$ cat config.mk
export PLATFORM = sky130hd
export DESIGN_NAME = cip_capture_irq_priority_reg
export DESIGN_NICKNAME = d
export VERILOG_FILES = /design/src/verilog/cip_pkg.sv /design/src/verilog/cip_capture_irq_priority_reg.sv
export SDC_FILE = /design/constraint.sdc
export NUM_CORES = 1
export LEC_CHECK = 0
export ABC_AREA = 1
export BUFFER_PORTS_ARGS = -buffer_cell sky130_fd_sc_hd__buf_4
export CAP_MARGIN = 40
export CELL_PAD_IN_SITES_DETAIL_PLACEMENT = 1
export CELL_PAD_IN_SITES_GLOBAL_PLACEMENT = 2
export CORE_MARGIN = 2
export CORE_UTILIZATION = 25
export CTS_BUF_LIST = sky130_fd_sc_hd__clkbuf_8
export CTS_CLUSTER_SIZE = 25
export DETAILED_ROUTE_END_ITERATION = 6
export PLACE_DENSITY = 0.93
export RECOVER_POWER = 50
export SLEW_MARGIN = 20
export SYNTH_ARGS = -nofsm -noshare
export SYNTH_HDL_FRONTEND = slang
export SYNTH_SLANG_ARGS = --single-unit
$ cat constraint.sdc
create_clock -name mclk -period 1.7 [get_ports mclk]
set_input_delay 0.085 -clock mclk [delete_from_list [all_inputs] [get_ports mclk]]
set_output_delay 0.085 -clock mclk [all_outputs]
set_load 0.01 [all_outputs]
$ cat src/verilog/cip_pkg.sv
// Package for the capture interrupt priority register slice.
// Assumes a single AHB-Lite master and one clock domain.
// Overview of operation
// - Channel 5 bits 14-12, channel 4 bits 10-8.
// - Channel 3 priority field at bits 6-4.
// - Code 111 means level 7, highest.
// - 001 is level 1; 000 disables source.
// - Unimplemented bits ignore writes, read zero.
`default_nettype none
package cip_pkg;

   // ***************************************************************
   // Register map and field layout.
   // ***************************************************************
   localparam logic [11:0] CIP_PRIO_OFFSET = 12'h000;   // Byte offset of the register.
   localparam logic [11:0] CIP_LEVEL_OFFSET = 12'h004;  // Byte offset of enable readback.
   localparam int          CIP_CH5_LSB     = 12;        // Channel 5 field low bit.
   localparam int          CIP_CH4_LSB     = 8;         // Channel 4 field low bit.
   localparam int          CIP_CH3_LSB     = 4;         // Channel 3 field low bit.
   localparam logic [15:0] CIP_IMPL_MASK   = 16'h7770;  // Implemented bits.
   localparam logic [2:0]  CIP_PRIO_RESET  = 3'h4;      // Reset level of each field.
   localparam logic [15:0] CIP_REG_RESET   = 16'h4440;  // Whole register after reset.

   // Three priority fields travel together.
   typedef struct packed {
      logic [2:0] ch5;  // Channel 5 priority.
      logic [2:0] ch4;  // Channel 4 priority.
      logic [2:0] ch3;  // Channel 3 priority.
   } cip_prio_t;

endpackage
`default_nettype wire

$ cat src/verilog/cip_capture_irq_priority_reg.sv
// Capture interrupt priority register with an AHB-Lite slave port.
// It holds the three capture channel priority fields and hands their
// levels and enables to the interrupt arbiter elsewhere in the controller.
// Assumes a single master, whole-word transfers and one clock.
// Assumes the arbiter treats a zero level as a disabled source.
`timescale 1ns/100ps
`default_nettype none
module cip_capture_irq_priority_reg (
   input  wire logic                mclk,
   input  wire logic                resetn,
   input  wire logic                hsel,
   input  wire logic [11:0]         haddr,
   input  wire logic [1:0]          htrans,
   input  wire logic                hwrite,
   input  wire logic [2:0]          hsize,
   input  wire logic [31:0]         hwdata,
   input  wire logic                hready,
   output logic      [31:0]         hrdata,
   output logic                     hreadyout,
   output logic                     hresp,
   output cip_pkg::cip_prio_t       capPriority,
   output logic      [2:0]          capEnable
);
   import cip_pkg::*;

   // ***************************************************************
   // Bus address phase capture.
   // ***************************************************************
   logic        wrPend_q, wrPend_d;   // Write data phase pending.
   logic [11:0] addr_q, addr_d;       // Captured address.
   cip_prio_t   prio_q, prio_d;       // The three priority fields.
   logic [31:0] rdata_q, rdata_d;     // Registered read data.
   logic        accept;               // Valid address phase this cycle.
   logic [2:0]  enable_q, enable_d;   // Registered source enables, ch5 down to ch3.

   // The bus is pipelined: a read address phase may sit in the same cycle
   // as the data phase of the write just before it.  The read image is
   // therefore built from the next field values, so software always sees
   // the word that it has just written and never a stale copy.

   // The slave never stalls, so hreadyout stays high and responses are OKAY.
   assign hreadyout = 1'b1;
   assign hresp     = 1'b0;
   assign hrdata    = rdata_q;
   assign accept    = hsel && hready && htrans[1];

   // Packs fields into the 16-bit image; unimplemented bits are zero.
   function automatic logic [15:0] packReg(input cip_prio_t p);
      logic [15:0] r;
      r = 16'h0000;
      r[CIP_CH5_LSB +: 3] = p.ch5;
      r[CIP_CH4_LSB +: 3] = p.ch4;
      r[CIP_CH3_LSB +: 3] = p.ch3;
      return r & CIP_IMPL_MASK;
   endfunction

   // Next-state logic: writes land in the data phase, reads are answered
   // from the address phase so data is ready at the data phase.
   always_comb begin
      wrPend_d = accept && hwrite;
      addr_d   = accept ? haddr : addr_q;
      prio_d   = prio_q;
      rdata_d  = rdata_q;
      if (wrPend_q && addr_q == CIP_PRIO_OFFSET) begin
         // Only implemented bits are stored; the rest are dropped.
         prio_d.ch5 = hwdata[CIP_CH5_LSB +: 3];
         prio_d.ch4 = hwdata[CIP_CH4_LSB +: 3];
         prio_d.ch3 = hwdata[CIP_CH3_LSB +: 3];
      end
      // A source is enabled whenever its code is not zero.
      enable_d = {prio_d.ch5 != 3'h0, prio_d.ch4 != 3'h0,
                  prio_d.ch3 != 3'h0};
      if (accept && !hwrite) begin
         if (haddr == CIP_PRIO_OFFSET) begin
            // Forwarded image, so a write just before is already seen.
            rdata_d = {16'h0000, packReg(prio_d)};
         end else if (haddr == CIP_LEVEL_OFFSET) begin
            // Read-only enable readback; writes here are dropped.
            rdata_d = {29'h0, enable_d};
         end else begin
            // Unmapped addresses read as zero.
            rdata_d = 32'h0000_0000;
         end
      end
   end

   // Registers only; reset gives level 4 to every channel.
   always_ff @(posedge mclk or negedge resetn) begin
      if (!resetn) begin
         wrPend_q <= 1'b0;
         addr_q   <= 12'h000;
         prio_q   <= '{CIP_PRIO_RESET, CIP_PRIO_RESET, CIP_PRIO_RESET};
         rdata_q  <= 32'h0000_0000;
         // Every field resets to a non-zero level, so all sources are on.
         enable_q <= {3{CIP_PRIO_RESET != 3'h0}};
      end else begin
         wrPend_q <= wrPend_d;
         addr_q   <= addr_d;
         prio_q   <= prio_d;
         rdata_q  <= rdata_d;
         enable_q <= enable_d;
      end
   end

   // ***************************************************************
   // Level outputs to the arbiter.
   // ***************************************************************
   // The code is the level itself, 1 lowest to 7 highest; zero disables.
   assign capPriority = prio_q;
   // The enables come from flip-flops so the arbiter sees no decode glitch;
   // they update on the same edge as the fields that they follow.
   assign capEnable   = enable_q;
endmodule // cip_capture_irq_priority_reg
`default_nettype wire

==> impl_results.md, run 1 <==
- Multiplexer share of the synthesized area: 0
- Clock buffer depth: 2
- Yosys cell types: 22
- Compound-gate portion of the synthesized area: 0.03168
- Required time worst endpoint: 1930 ps
- CTS Sinks: 37
- Net count, final: 338
- I/O pin total: 100
- CP max stage cell: dfrtp_1
- DRT antenna net count: 0
- DR top layer: met4
- IO Port Bufs: 50
- Met1 wire length: 1989 µm
- HP Class: in2reg
- Most common cell after layout, fill and taps aside: nand2_1
- Sequential fraction of the synthesis area: 0.4924
- Pleak: 0.001402 µW
- Area occupied by registers: 933.4 µm²
- Clock Latency Late Sink: 290 ps
- Die Area: 0.008295 mm²
- Dpl hpwl: 3636 µm
- Final hold violations: 0
- Setup tns final: 0 ps
- Max-slew violations: 0
- CTS H-tree lvls: 2
- Final setup violation count: 0
- Period utilization: 0.8585
- Met3 WL: 258 µm
- Post-DR wirelength/cell: 12.25 µm
- Achievable frequency: 685.2 MHz
- Family with the most delay on the worst path: simple AND/OR/NAND/NOR gates
- Worst slew pin tran: 919.5 ps
- Placer Congestion: 0.7417
- Cells after synthesis: 230
- Gr usage total: 0.1213
- CTS Buf Count: 5
- Worst-path cell chain: nor2_1 > nand2_1 > nor2_4 > nand2_4 > nand2_1 > nand2_2 > nand3_2 > nand2_1 > nand2_1
- Minimum clock period after layout: 1459 ps
- Pwr Density: 813.6 mW/mm²
- Clock Skews: 8.249 ps
- Post-CTS resize count: 0
- Xor and xnor area share after synthesis: 0
- Gr ovfl total: 0
- Layout area overhead: 25.68%
- Pin count of the biggest net entering global routing: 38
- Total Power: 1938 µW
- Slowest stage delay, CP: 400 ps
- Vias: 1,516
- Num rows: 31
- Peak VDD IR: 0.0002674 V
- CP Class: reg2reg
- Reg clk slew, reported paths: 80 ps
- Cell repeated most along the worst path: nand2_1
- DRC Markers: 0
- Arr. time, crit path: 1690 ps
- Layout cell share with drive strength beyond 1: 0.3158
- Mapped Area: 0.001896 mm²
- Area of the multi-input gates: 705.7 µm²
- Commonest cells after routing, fill and taps aside: 61 x nand2_1, 48 x buf_4, 33 x inv_1
- 1st-iter DRT viols: 84
- Status: finished, final reports clean
- Core footprint: 0.007292 mm²
- Crit path buf inv count: 0
- Yosys reg bits: 37
- Die Ht: 91.08 µm
- Max FO, Critical Path: 8
- Syn avg cell area: 8.242 µm²
- Initial core utilization: 0.2600
- Max Cap Viol: 0
- Synth warn: 0
- Relative slew slack: 0.3870
- CTS tree: built
- RSZ-0062 raised after global routing: no
- Vias in the first global route: 1,676
- Largest family of logic cells by synthesized area: simple AND/OR/NAND/NOR gates
- Fillcell total: 933
- Die X: 91.08 µm
- Crit start category: flip-flop
- Synth Area in Adders: 0
- ANT cells: 0
- Antenna violations before repair: 0
- Post-Synth Simple-Gate Area: 0.2997
- Clk Tree Root Cell: clkbuf_8
- WL final: 4703 µm
- Drt via density: 3.948
- Pre-antenna DRT Iters: 4
- First-pass GRT wire length: 8031 µm
- Critical Path End Type: flip-flop
- Met2 wire length: 2405 µm
-- layout make-up --
type	instances	area share
flip-flops and latches	37	0.3918
multi-input cells	148	0.2962
repair buffers	52	0.1623
inverters	40	0.06303
well taps	99	0.05200
clock buffers	5	0.02889
clock inverters	3	0.005777
-- state kept, by name (all words and copies together), names as in the netlist --
name / flops
addr_q: 12
capEnable: 3
capPriority: 9
hrdata: 12
wrPend_q: 1
-- cells in the mapped netlist --
cell / instances / share of area
nand2_1: 61 / 0.12
inv_1: 32 / 0.063
dfrtp_1: 31 / 0.41
buf_4: 22 / 0.087
nor2_1: 17 / 0.034
nand2_2: 11 / 0.036
o21ai_0: 11 / 0.029
inv_2: 8 / 0.016
nand3_1: 7 / 0.018
dfstp_2: 6 / 0.083
nand3b_1: 5 / 0.020
nand3_2: 4 / 0.021
clkbuf_1: 3 / 0.0059
nand4_1: 3 / 0.0099
conb_1: 2 / 0.0040
a21oi_1: 1 / 0.0026
nand2_4: 1 / 0.0059
nor2_4: 1 / 0.0059
nor2_8: 1 / 0.011
nor3_1: 1 / 0.0026
nor3b_4: 1 / 0.0099
or2_4: 1 / 0.0046
-- metal layers --
metal / track usage / up-vias
met4: 0.03030 / 0
met1: 0.1421 / 717
met5: 0 / -
met3: 0.03485 / 5
met2: 0.2173 / 46
li1: - / 748
-- metrics by stage --
stage	util	hold WS, ps	std cells	area, µm²	setup slack (ps)
finish	0.3267	64.90	384	2382	240.6
global route	0.3267	80.86	384	2382	66.73
CTS	0.3282	62.58	384	2394	209.7
detailed placement	0.3155	76.17	375	2301	233.9
global placement	0.3155	67.37	375	2301	251.0
floorplan	-	-210.6	250	1971	438.9
-- repair_timing --
| item | CTS | global route |
|---|---|---|
| endpoints found under the hold margin | 31 | 0 |
| hold buffers | 1 | 0 |
| buffers inserted | 0 | 0 |
-- final timing paths --
kind | from | to | slack, ps | cells after the start
setup / recovery | addr_q[8] | hrdata[0] | 240 | 9
hold / removal | hwrite | wrPend_q | 60 | 3
setup reg to reg | addr_q[8] | hrdata[0] | 240 | 9
hold reg to reg | hrdata[12] | hrdata[12] | 490 | 2
max in group asynchronous | resetn | addr_q[0] | 660 | 2
min in group asynchronous | resetn | hrdata[14] | 460 | 2
-- worst min-delay path, stage by stage --
cell and delay, ps:
buf_4 80, inv_1 50, nor2_1 90
-- logic make-up (layout without fill, tap and decap cells) --
family                 count (synthesis)  count (layout)
other                                  2              22
buffers and inverters                 65             100
AND/OR/NAND/NOR                      114             114
flip-flops                            37              37
AO/OA/AOI/OAI                         12              12
-- report_power, final --
part | total [µW] | leakage (µW) | switching (µW) | internal, µW
Combinational | 336 | 0.000879 | 200 | 137
Sequential | 1010 | 0.000475 | 45.4 | 964
Clock | 593 | 0.0000491 | 315 | 278
Total | 1940 | 0.00140 | 560 | 1380
(Power assumes the default switching activity.)
==> run 2, diff against run 1 <==
--- a/config.mk
+++ b/config.mk
@@ -5,7 +5,6 @@
 export SDC_FILE = /design/constraint.sdc
 export NUM_CORES = 1
 export LEC_CHECK = 0
-export ABC_AREA = 1
 export BUFFER_PORTS_ARGS = -buffer_cell sky130_fd_sc_hd__buf_4
 export CAP_MARGIN = 40
 export CELL_PAD_IN_SITES_DETAIL_PLACEMENT = 1
@@ -15,7 +14,7 @@
 export CTS_BUF_LIST = sky130_fd_sc_hd__clkbuf_8
 export CTS_CLUSTER_SIZE = 25
 export DETAILED_ROUTE_END_ITERATION = 6
-export PLACE_DENSITY = 0.93
+export PLACE_DENSITY = 0.92
 export RECOVER_POWER = 50
 export SLEW_MARGIN = 20
 export SYNTH_ARGS = -nofsm -noshare
==> run 2 against run 1 <==
Global-route usage hardly changed. Sequential power hardly changed. Clock power is 35% higher. Flip-flop and latch count stayed put. Routed wire length is 5.4% lower. Worst setup slack worse by 190 ps. Synthesized area is 10% lower. Cell count is 19% lower.
==> impl_results.md, run 2 <==
- Status: finished, final reports clean
- IO Port Bufs: 50 (unchanged)
- Net count, final: 283 (-16%)
- Clk Tree Root Cell: clkbuf_8
- Clk pwr share: 0.381 (+0.075)
- Vias in the first global route: 1,393 (-17%)
- Sw frac: 0.2525 (-0.03628)
- Num rows: 30 (-3.2%)
- Top cell type's share of synthesized area: 0.4559 (+0.04664)
- Placer Congestion: 0.6810 (-8.2%)
- Family with the most delay on the worst path: simple AND/OR/NAND/NOR gates
- Die Area: 0.007482 mm² (-9.8%)
- Die X: 86.50 µm (-5.0%)
- Core footprint: 0.006681 mm² (-8.4%)
- Internal power: 1566 µW (+14%)
- Yosys cell types: 23 (+4.5%)
- Mapped Area: 0.001702 mm² (-10%)
- Worst-path cell chain: dlygate4sd3_1 > buf_4 > or4_1 > nor2_4 > nand4b_2 > o21ai_1
- Die Ht: 86.50 µm (-5.0%)
- WL final: 4449 µm (-5.4%)
- Vias: 1,315 (-13%)
- Max-slew violations: 0 (unchanged)
- CTS Buf Count: 5 (unchanged)
- Clock Skews: 4.741 ps (-3.509 ps)
- Ys flop type: dfrtp_1
- Drt via density: 4.242 (+7.4%)
- Net Sw Power: 529.1 µW (-5.5%)
- Commonest cells after routing, fill and taps aside: 50 x buf_4, 46 x nand2_1, 31 x dfrtp_1
- Synth warn: 0 (unchanged)
- Most common cell after layout, fill and taps aside: buf_4
- Pre-antenna DRT Iters: 4 (unchanged)
- Worst slew pin tran: 928.1 ps (+8.546 ps)
- Period utilization: 0.9694 (+0.1109)
- CP Class: in2reg
- Max FO, Critical Path: 4 (-4)
- Sequential fraction of the synthesis area: 0.5485 (+0.05612)
- ANT cells: 0 (unchanged)
- Max Cap Viol: 0 (unchanged)
- Clock Latency Late Sink: 290 ps (about the same)
- RSZ-0062 raised after global routing: no
- Layout area overhead: 37.35%
- I/O pin total: 100 (unchanged)
- Reg clk slew, reported paths: 80 ps (about the same)
- Gr usage total: 0.1216 (+0.0003085)
- CTS H-tree lvls: 2 (unchanged)
- Gr ovfl total: 0 (unchanged)
- Minimum clock period after layout: 1648 ps (+188.5 ps)
- Slowest stage delay, CP: 540 ps (+140 ps)
- Yosys reg bits: 37 (unchanged)
- Final Util: 0.3498 (+0.02311)
- Pin count of the biggest net entering global routing: 38 (unchanged)
- Final Non-Filler Cells: 310 (-19%)
- Final setup violation count: 0 (unchanged)
- Peak VDD IR: 0.0003633 V (+36%)
- Dominant cell type by area after synthesis: dfrtp_1
- Post-DR wirelength/cell: 14.35 µm (+17%)
- Achievable frequency: 606.8 MHz (-11%)
- Sequential Power Share: 0.485 (-0.036)
- Arr. time, crit path: 1860 ps (+170 ps)
- Crit path buf inv count: 2 (+2)
- Pwr Density: 896.4 mW/mm² (+10%)
- Critical Path End Type: flip-flop
- CTS tree: built
- DRT antenna net count: 0 (unchanged)
- Required time worst endpoint: 1920 ps (about the same)
- Worst hold slack: 7.500 ps (-57.40 ps)
- Layout cell share with drive strength beyond 1: 0.3348 (+0.01899)
- 1st-iter DRT viols: 37 (-56%)
- Pleak: 0.001287 µW (-8.2%)
- Area contributors post-synth: dfrtp_1 46%, nand2_1 10%, buf_4 9.7%, dfstp_2 9.3%, mux2i_1 6.5%
- DRC Markers: 0 (unchanged)
- Crit start category: input port
- Most frequent cell after synthesis: nand2_1
- Clock buffer depth: 2 (unchanged)
- Synth top cells by count: 46 x nand2_1, 31 x dfrtp_1, 22 x buf_4
- CTS Sinks: 37 (unchanged)
- Relative slew slack: 0.3813 (-0.005697)
- HP Class: in2reg
- Post-synth EDFFs: 0 (unchanged)
- Initial core utilization: 0.2547 (-0.005270)
- Final hold violations: 0 (unchanged)
- Share of flip-flops with an asynchronous set or reset: 1.000 (unchanged)
- CP max stage cell: dlygate4sd3_1
- Setup tns final: 0 ps (unchanged)
- Inst Count DP: 291 (-22%)
- Gate power share: 0.134 (-0.039)
- Cells after synthesis: 166 (-28%)
- First-pass GRT wire length: 6872 µm (-14%)
- Dpl hpwl: 3154 µm (-13%)
- Syn avg cell area: 10.25 µm² (+24%)
- Antenna violations before repair: 0 (unchanged)
- Total Power: 2095 µW (+8.1%)
## run 2: changes by cell type after synthesis, sizes merged, moves of 3 or more
cell,change
nand3b,-5
inv,-30
nor4,+3
nand3,-10
mux2i,+12
a32o,+3
nand2,-27
nor2,-16
nor3,+5
## run 2: timing repair
action / CTS / global route
endpoints found under the hold margin: 38 / 0
setup endpoints to repair: 0 / 6
buffers inserted: 0 / 2
hold buffers: 8 / 0
resized for setup: 0 / 5
## run 2: cell families (layout without fill, tap and decap cells)
logic type / count (synthesis) / after routing / share of synthesized area
other cells: 2 / 22 / 0.004413
flops: 37 / 37 / 0.5485
simple gates: 66 / 67 / 0.1904
compound gates: 12 / 12 / 0.04412
mux: 12 / 12 / 0.07794
buf+inv: 37 / 80 / 0.1346
## run 2: layer usage
metal | GRT usage | vias up | wire (µm)
met5 | 0 | - | 0
met4 | 0.03409 | 0 | 46
met3 | 0.03143 | 6 | 243
met2 | 0.2035 | 52 | 2175
met1 | 0.1559 | 632 | 1984
li1 | - | 625 | -
## run 2: path summary, 6_finish.rpt
path | start | endpoint | slack (ps) | depth (start not counted)
setup / recovery | haddr[5] | hrdata[9] | 50 | 6
hold / removal | haddr[6] | addr_q[6] | 8 | 3
setup reg to reg | addr_q[4] | hrdata[2] | 80 | 5
hold reg to reg | addr_q[7] | addr_q[7] | 480 | 2
max in group asynchronous | resetn | capPriority[1] | 640 | 2
min in group asynchronous | resetn | addr_q[5] | 480 | 2
## run 2: metrics by stage
step,instance area [µm²],setup slack [ps]
floorplan,1777,136.9
global placement,2088,70.99
detailed placement,2088,54.84
CTS,2288,26.46
global route,2337,5.644
finish,2337,52.05
## run 2: final cells by class
cell class	count	area, µm²
clock buffer	6	82.58
clock inverter	2	37.54
fill	783	4344
inverter	10	37.54
multi-input combinational	113	654.4
sequential	37	933.4
tap	80	100.1
timing repair buffer	62	491.7
## run 2: power by group through the flow
stage / Sequential (µW) / Combinational [µW] / Clock, µW
floorplan: 1030 / 153 / 0
CTS: 1010 / 279 / 818
finish: 1020 / 281 / 798
detailed placement: 1030 / 263 / 0
global placement: 1020 / 256 / 0
global route: 1030 / 315 / 850
## run 2: tightest hold or removal path: cells and delay by family
kind / cells / cell delay, ps
buf+inv: 1 / 80
simple gates: 2 / 90
==> run 3, diff against run 2 <==
--- a/config.mk
+++ b/config.mk
@@ -5,16 +5,15 @@
 export SDC_FILE = /design/constraint.sdc
 export NUM_CORES = 1
 export LEC_CHECK = 0
-export BUFFER_PORTS_ARGS = -buffer_cell sky130_fd_sc_hd__buf_4
 export CAP_MARGIN = 40
 export CELL_PAD_IN_SITES_DETAIL_PLACEMENT = 1
 export CELL_PAD_IN_SITES_GLOBAL_PLACEMENT = 2
-export CORE_MARGIN = 2
-export CORE_UTILIZATION = 25
+export CORE_UTILIZATION = 36
 export CTS_BUF_LIST = sky130_fd_sc_hd__clkbuf_8
 export CTS_CLUSTER_SIZE = 25
 export DETAILED_ROUTE_END_ITERATION = 6
-export PLACE_DENSITY = 0.92
+export DONT_BUFFER_PORTS = 1
+export PLACE_DENSITY = 0.9
 export RECOVER_POWER = 50
 export SLEW_MARGIN = 20
 export SYNTH_ARGS = -nofsm -noshare
==> run 3 against run 2 <==
The flow now finishes with violations (DRC). Via count decreased by 11%. Routed wire length decreased by 13%. Sequential share of layout area increased by 6.4 points. Largest power group unchanged. Global-route usage increased by 4.4 points. Hold slack improved by 46 ps. Critical endpoint is now hrdata[2]. Cell count decreased by 21%. Combinational power decreased by 26%. Cell area decreased by 14%.
==> impl_results.md, run 3 (synthesis gave the netlist of run 2 again) <==
- CTS Sinks: 37 (unchanged)
- Arr. time, crit path: 1800 ps (-60 ps)
- Pin count of the biggest net entering global routing: 38 (unchanged)
- IO Port Bufs: 0 (-100%)
- Pre-antenna DRT Iters: 6 (+2)
- Drt via density: 4.776 (+13%)
- Dpl hpwl: 2731 µm (-13%)
- R2R Path End: hrdata[2]
- Max-slew violations: 0 (unchanged)
- Clock Latency Late Sink: 280 ps (about the same)
- 1st-iter DRT viols: 62 (+68%)
- HP Class: in2reg
- Peak VDD IR: 0.0004488 V (+24%)
- CTS H-tree lvls: 2 (unchanged)
- Clock buffer depth: 2 (unchanged)
- Worst reg-to-reg setup slack: 70 ps (about the same)
- Gr usage total: 0.1660 (+0.04432)
- Required time worst endpoint: 1880 ps (-40 ps)
- Placer Congestion: 0.7953 (+17%)
- Core footprint: 0.004444 mm² (-33%)
- Pwr Density: 905.7 mW/mm² (+1.0%)
- Die Ht: 70.75 µm (-18%)
- CP Class: reg2reg
- End of the critical path: hrdata[2]
- Most common cell after layout, fill and taps aside: nand2_1
- I/O pin total: 100 (unchanged)
- Status: complete, but fails checks
- Net count, final: 246 (-13%)
- Post-DR wirelength/cell: 15.78 µm (+10%)
- RSZ-0062 raised after global routing: no
- DRT antenna net count: 0 (unchanged)
- Reg clk slew, reported paths: 70 ps (about the same)
- R2r startpoint: addr_q[2]
- Violated checks: DRC
- Die X: 70.75 µm (-18%)
- Clock Skews: 7.321 ps (+2.580 ps)
- Achievable frequency: 615.2 MHz (+1.4%)
- Final setup violation count: 0 (unchanged)
- Antenna violations before repair: 0 (unchanged)
- Relative slew slack: 0.4063 (+0.02502)
- ANT cells: 0 (unchanged)
- Pleak: 0.001063 µW (-17%)
- Max Cap Viol: 0 (unchanged)
- DRC Markers: 12 (+12)
- Commonest cells after routing, fill and taps aside: 46 x nand2_1, 31 x dfrtp_1, 23 x dlygate4sd3_1
- WL final: 3867 µm (-13%)
- Layout cell share with drive strength beyond 1: 0.1192 (-0.2156)
- CTS Buf Count: 5 (unchanged)
- CTS tree: built
- Minimum clock period after layout: 1625 ps (-22.55 ps)
- Vias in the first global route: 1,323 (-5.0%)
- Clk Tree Root Cell: clkbuf_8
- Initial core utilization: 0.3829 (+0.1282)
- Crit path launch: addr_q[2]
- Period utilization: 0.9561 (-0.01326)
- Final hold violations: 0 (unchanged)
- Gr ovfl total: 0 (unchanged)
- Post-CTS Setup Bufs: 0 (unchanged)
- Worst slew pin tran: 890.5 ps (-37.53 ps)
- Max FO, Critical Path: 12 (+8)
- Final Util: 0.4530 (+0.1032)
- Reg2reg path depth: 5 (unchanged)
- Die Area: 0.005006 mm² (-33%)
- Crit start category: flip-flop
- Worst hold slack: 53.29 ps (+45.79 ps)
- Setup tns final: 0 ps (unchanged)
- Vias: 1,170 (-11%)
- Num rows: 24 (-20%)
- First-pass GRT wire length: 6334 µm (-7.8%)
- Layout area overhead: 18.31%
- Critical Path End Type: flip-flop
==> run 3: worst min-delay path by stage <==
stage                        end        from  cells past startpoint
floorplan              addr_q[0]      resetn                      0
global placement       addr_q[4]      resetn                      0
detailed placement     addr_q[4]      resetn                      0
CTS                 capEnable[2]  hwdata[14]                      2
global route        capEnable[2]  hwdata[14]                      2
finish              capEnable[2]  hwdata[14]                      2
==> run 3: layout make-up <==
class | count | area (µm²)
Tap cell | 52 | 65.06
Clock inverter | 3 | 18.77
Timing Repair Buffer | 26 | 262.8
Inverter | 10 | 37.54
Fill cell | 492 | 2431
Sequential cell | 37 | 933.4
Multi-Input combinational cell | 112 | 626.9
Clock buffer | 5 | 68.82
==> run 3: critical path: stages, from the launching register on <==
cell and delay, ps:
dfrtp_1 390, nor4_2 330, nand4_2 170, buf_12 190
mux2i_4 190, a32o_1 260
==> run 3: report_power, final <==
part           total, µW  internal (µW)  switching, µW
logic                209           87.9            121
registers           1030            960           69.3
clock network        585            282            302
==> run 3: repair_timing <==
action                     in CTS  in global routing
setup endpoints to repair       0                  2
hold endpoints to repair       62                  0
resized for setup               0                  2
hold buffers                   24                  0
==> run 3: per-stage QoR <==
step           instance area (µm²)  cells  setup WS [ps]  power [µW]
2_1_floorplan                 1777    186          136.9        1179
6_report                      2013    245          74.60        1823
5_1_grt                       2013    245          17.47        1924
3_3_place_gp                  1678    213          58.67        1167
4_1_cts                       2016    245          50.60        1855
3_5_place_dp                  1678    213          63.39        1181
==> run 3: per-layer routing <==
metal | part of all wire | GRT usage | vias to the layer above
met1 | 0.40 | 0.1862 | 569
met3 | 0.077 | 0.06125 | 5
met4 | 0.0062 | 0.04000 | 0
li1 | - | - | 545
met5 | 0 | 0 | -
met2 | 0.51 | 0.2991 | 51
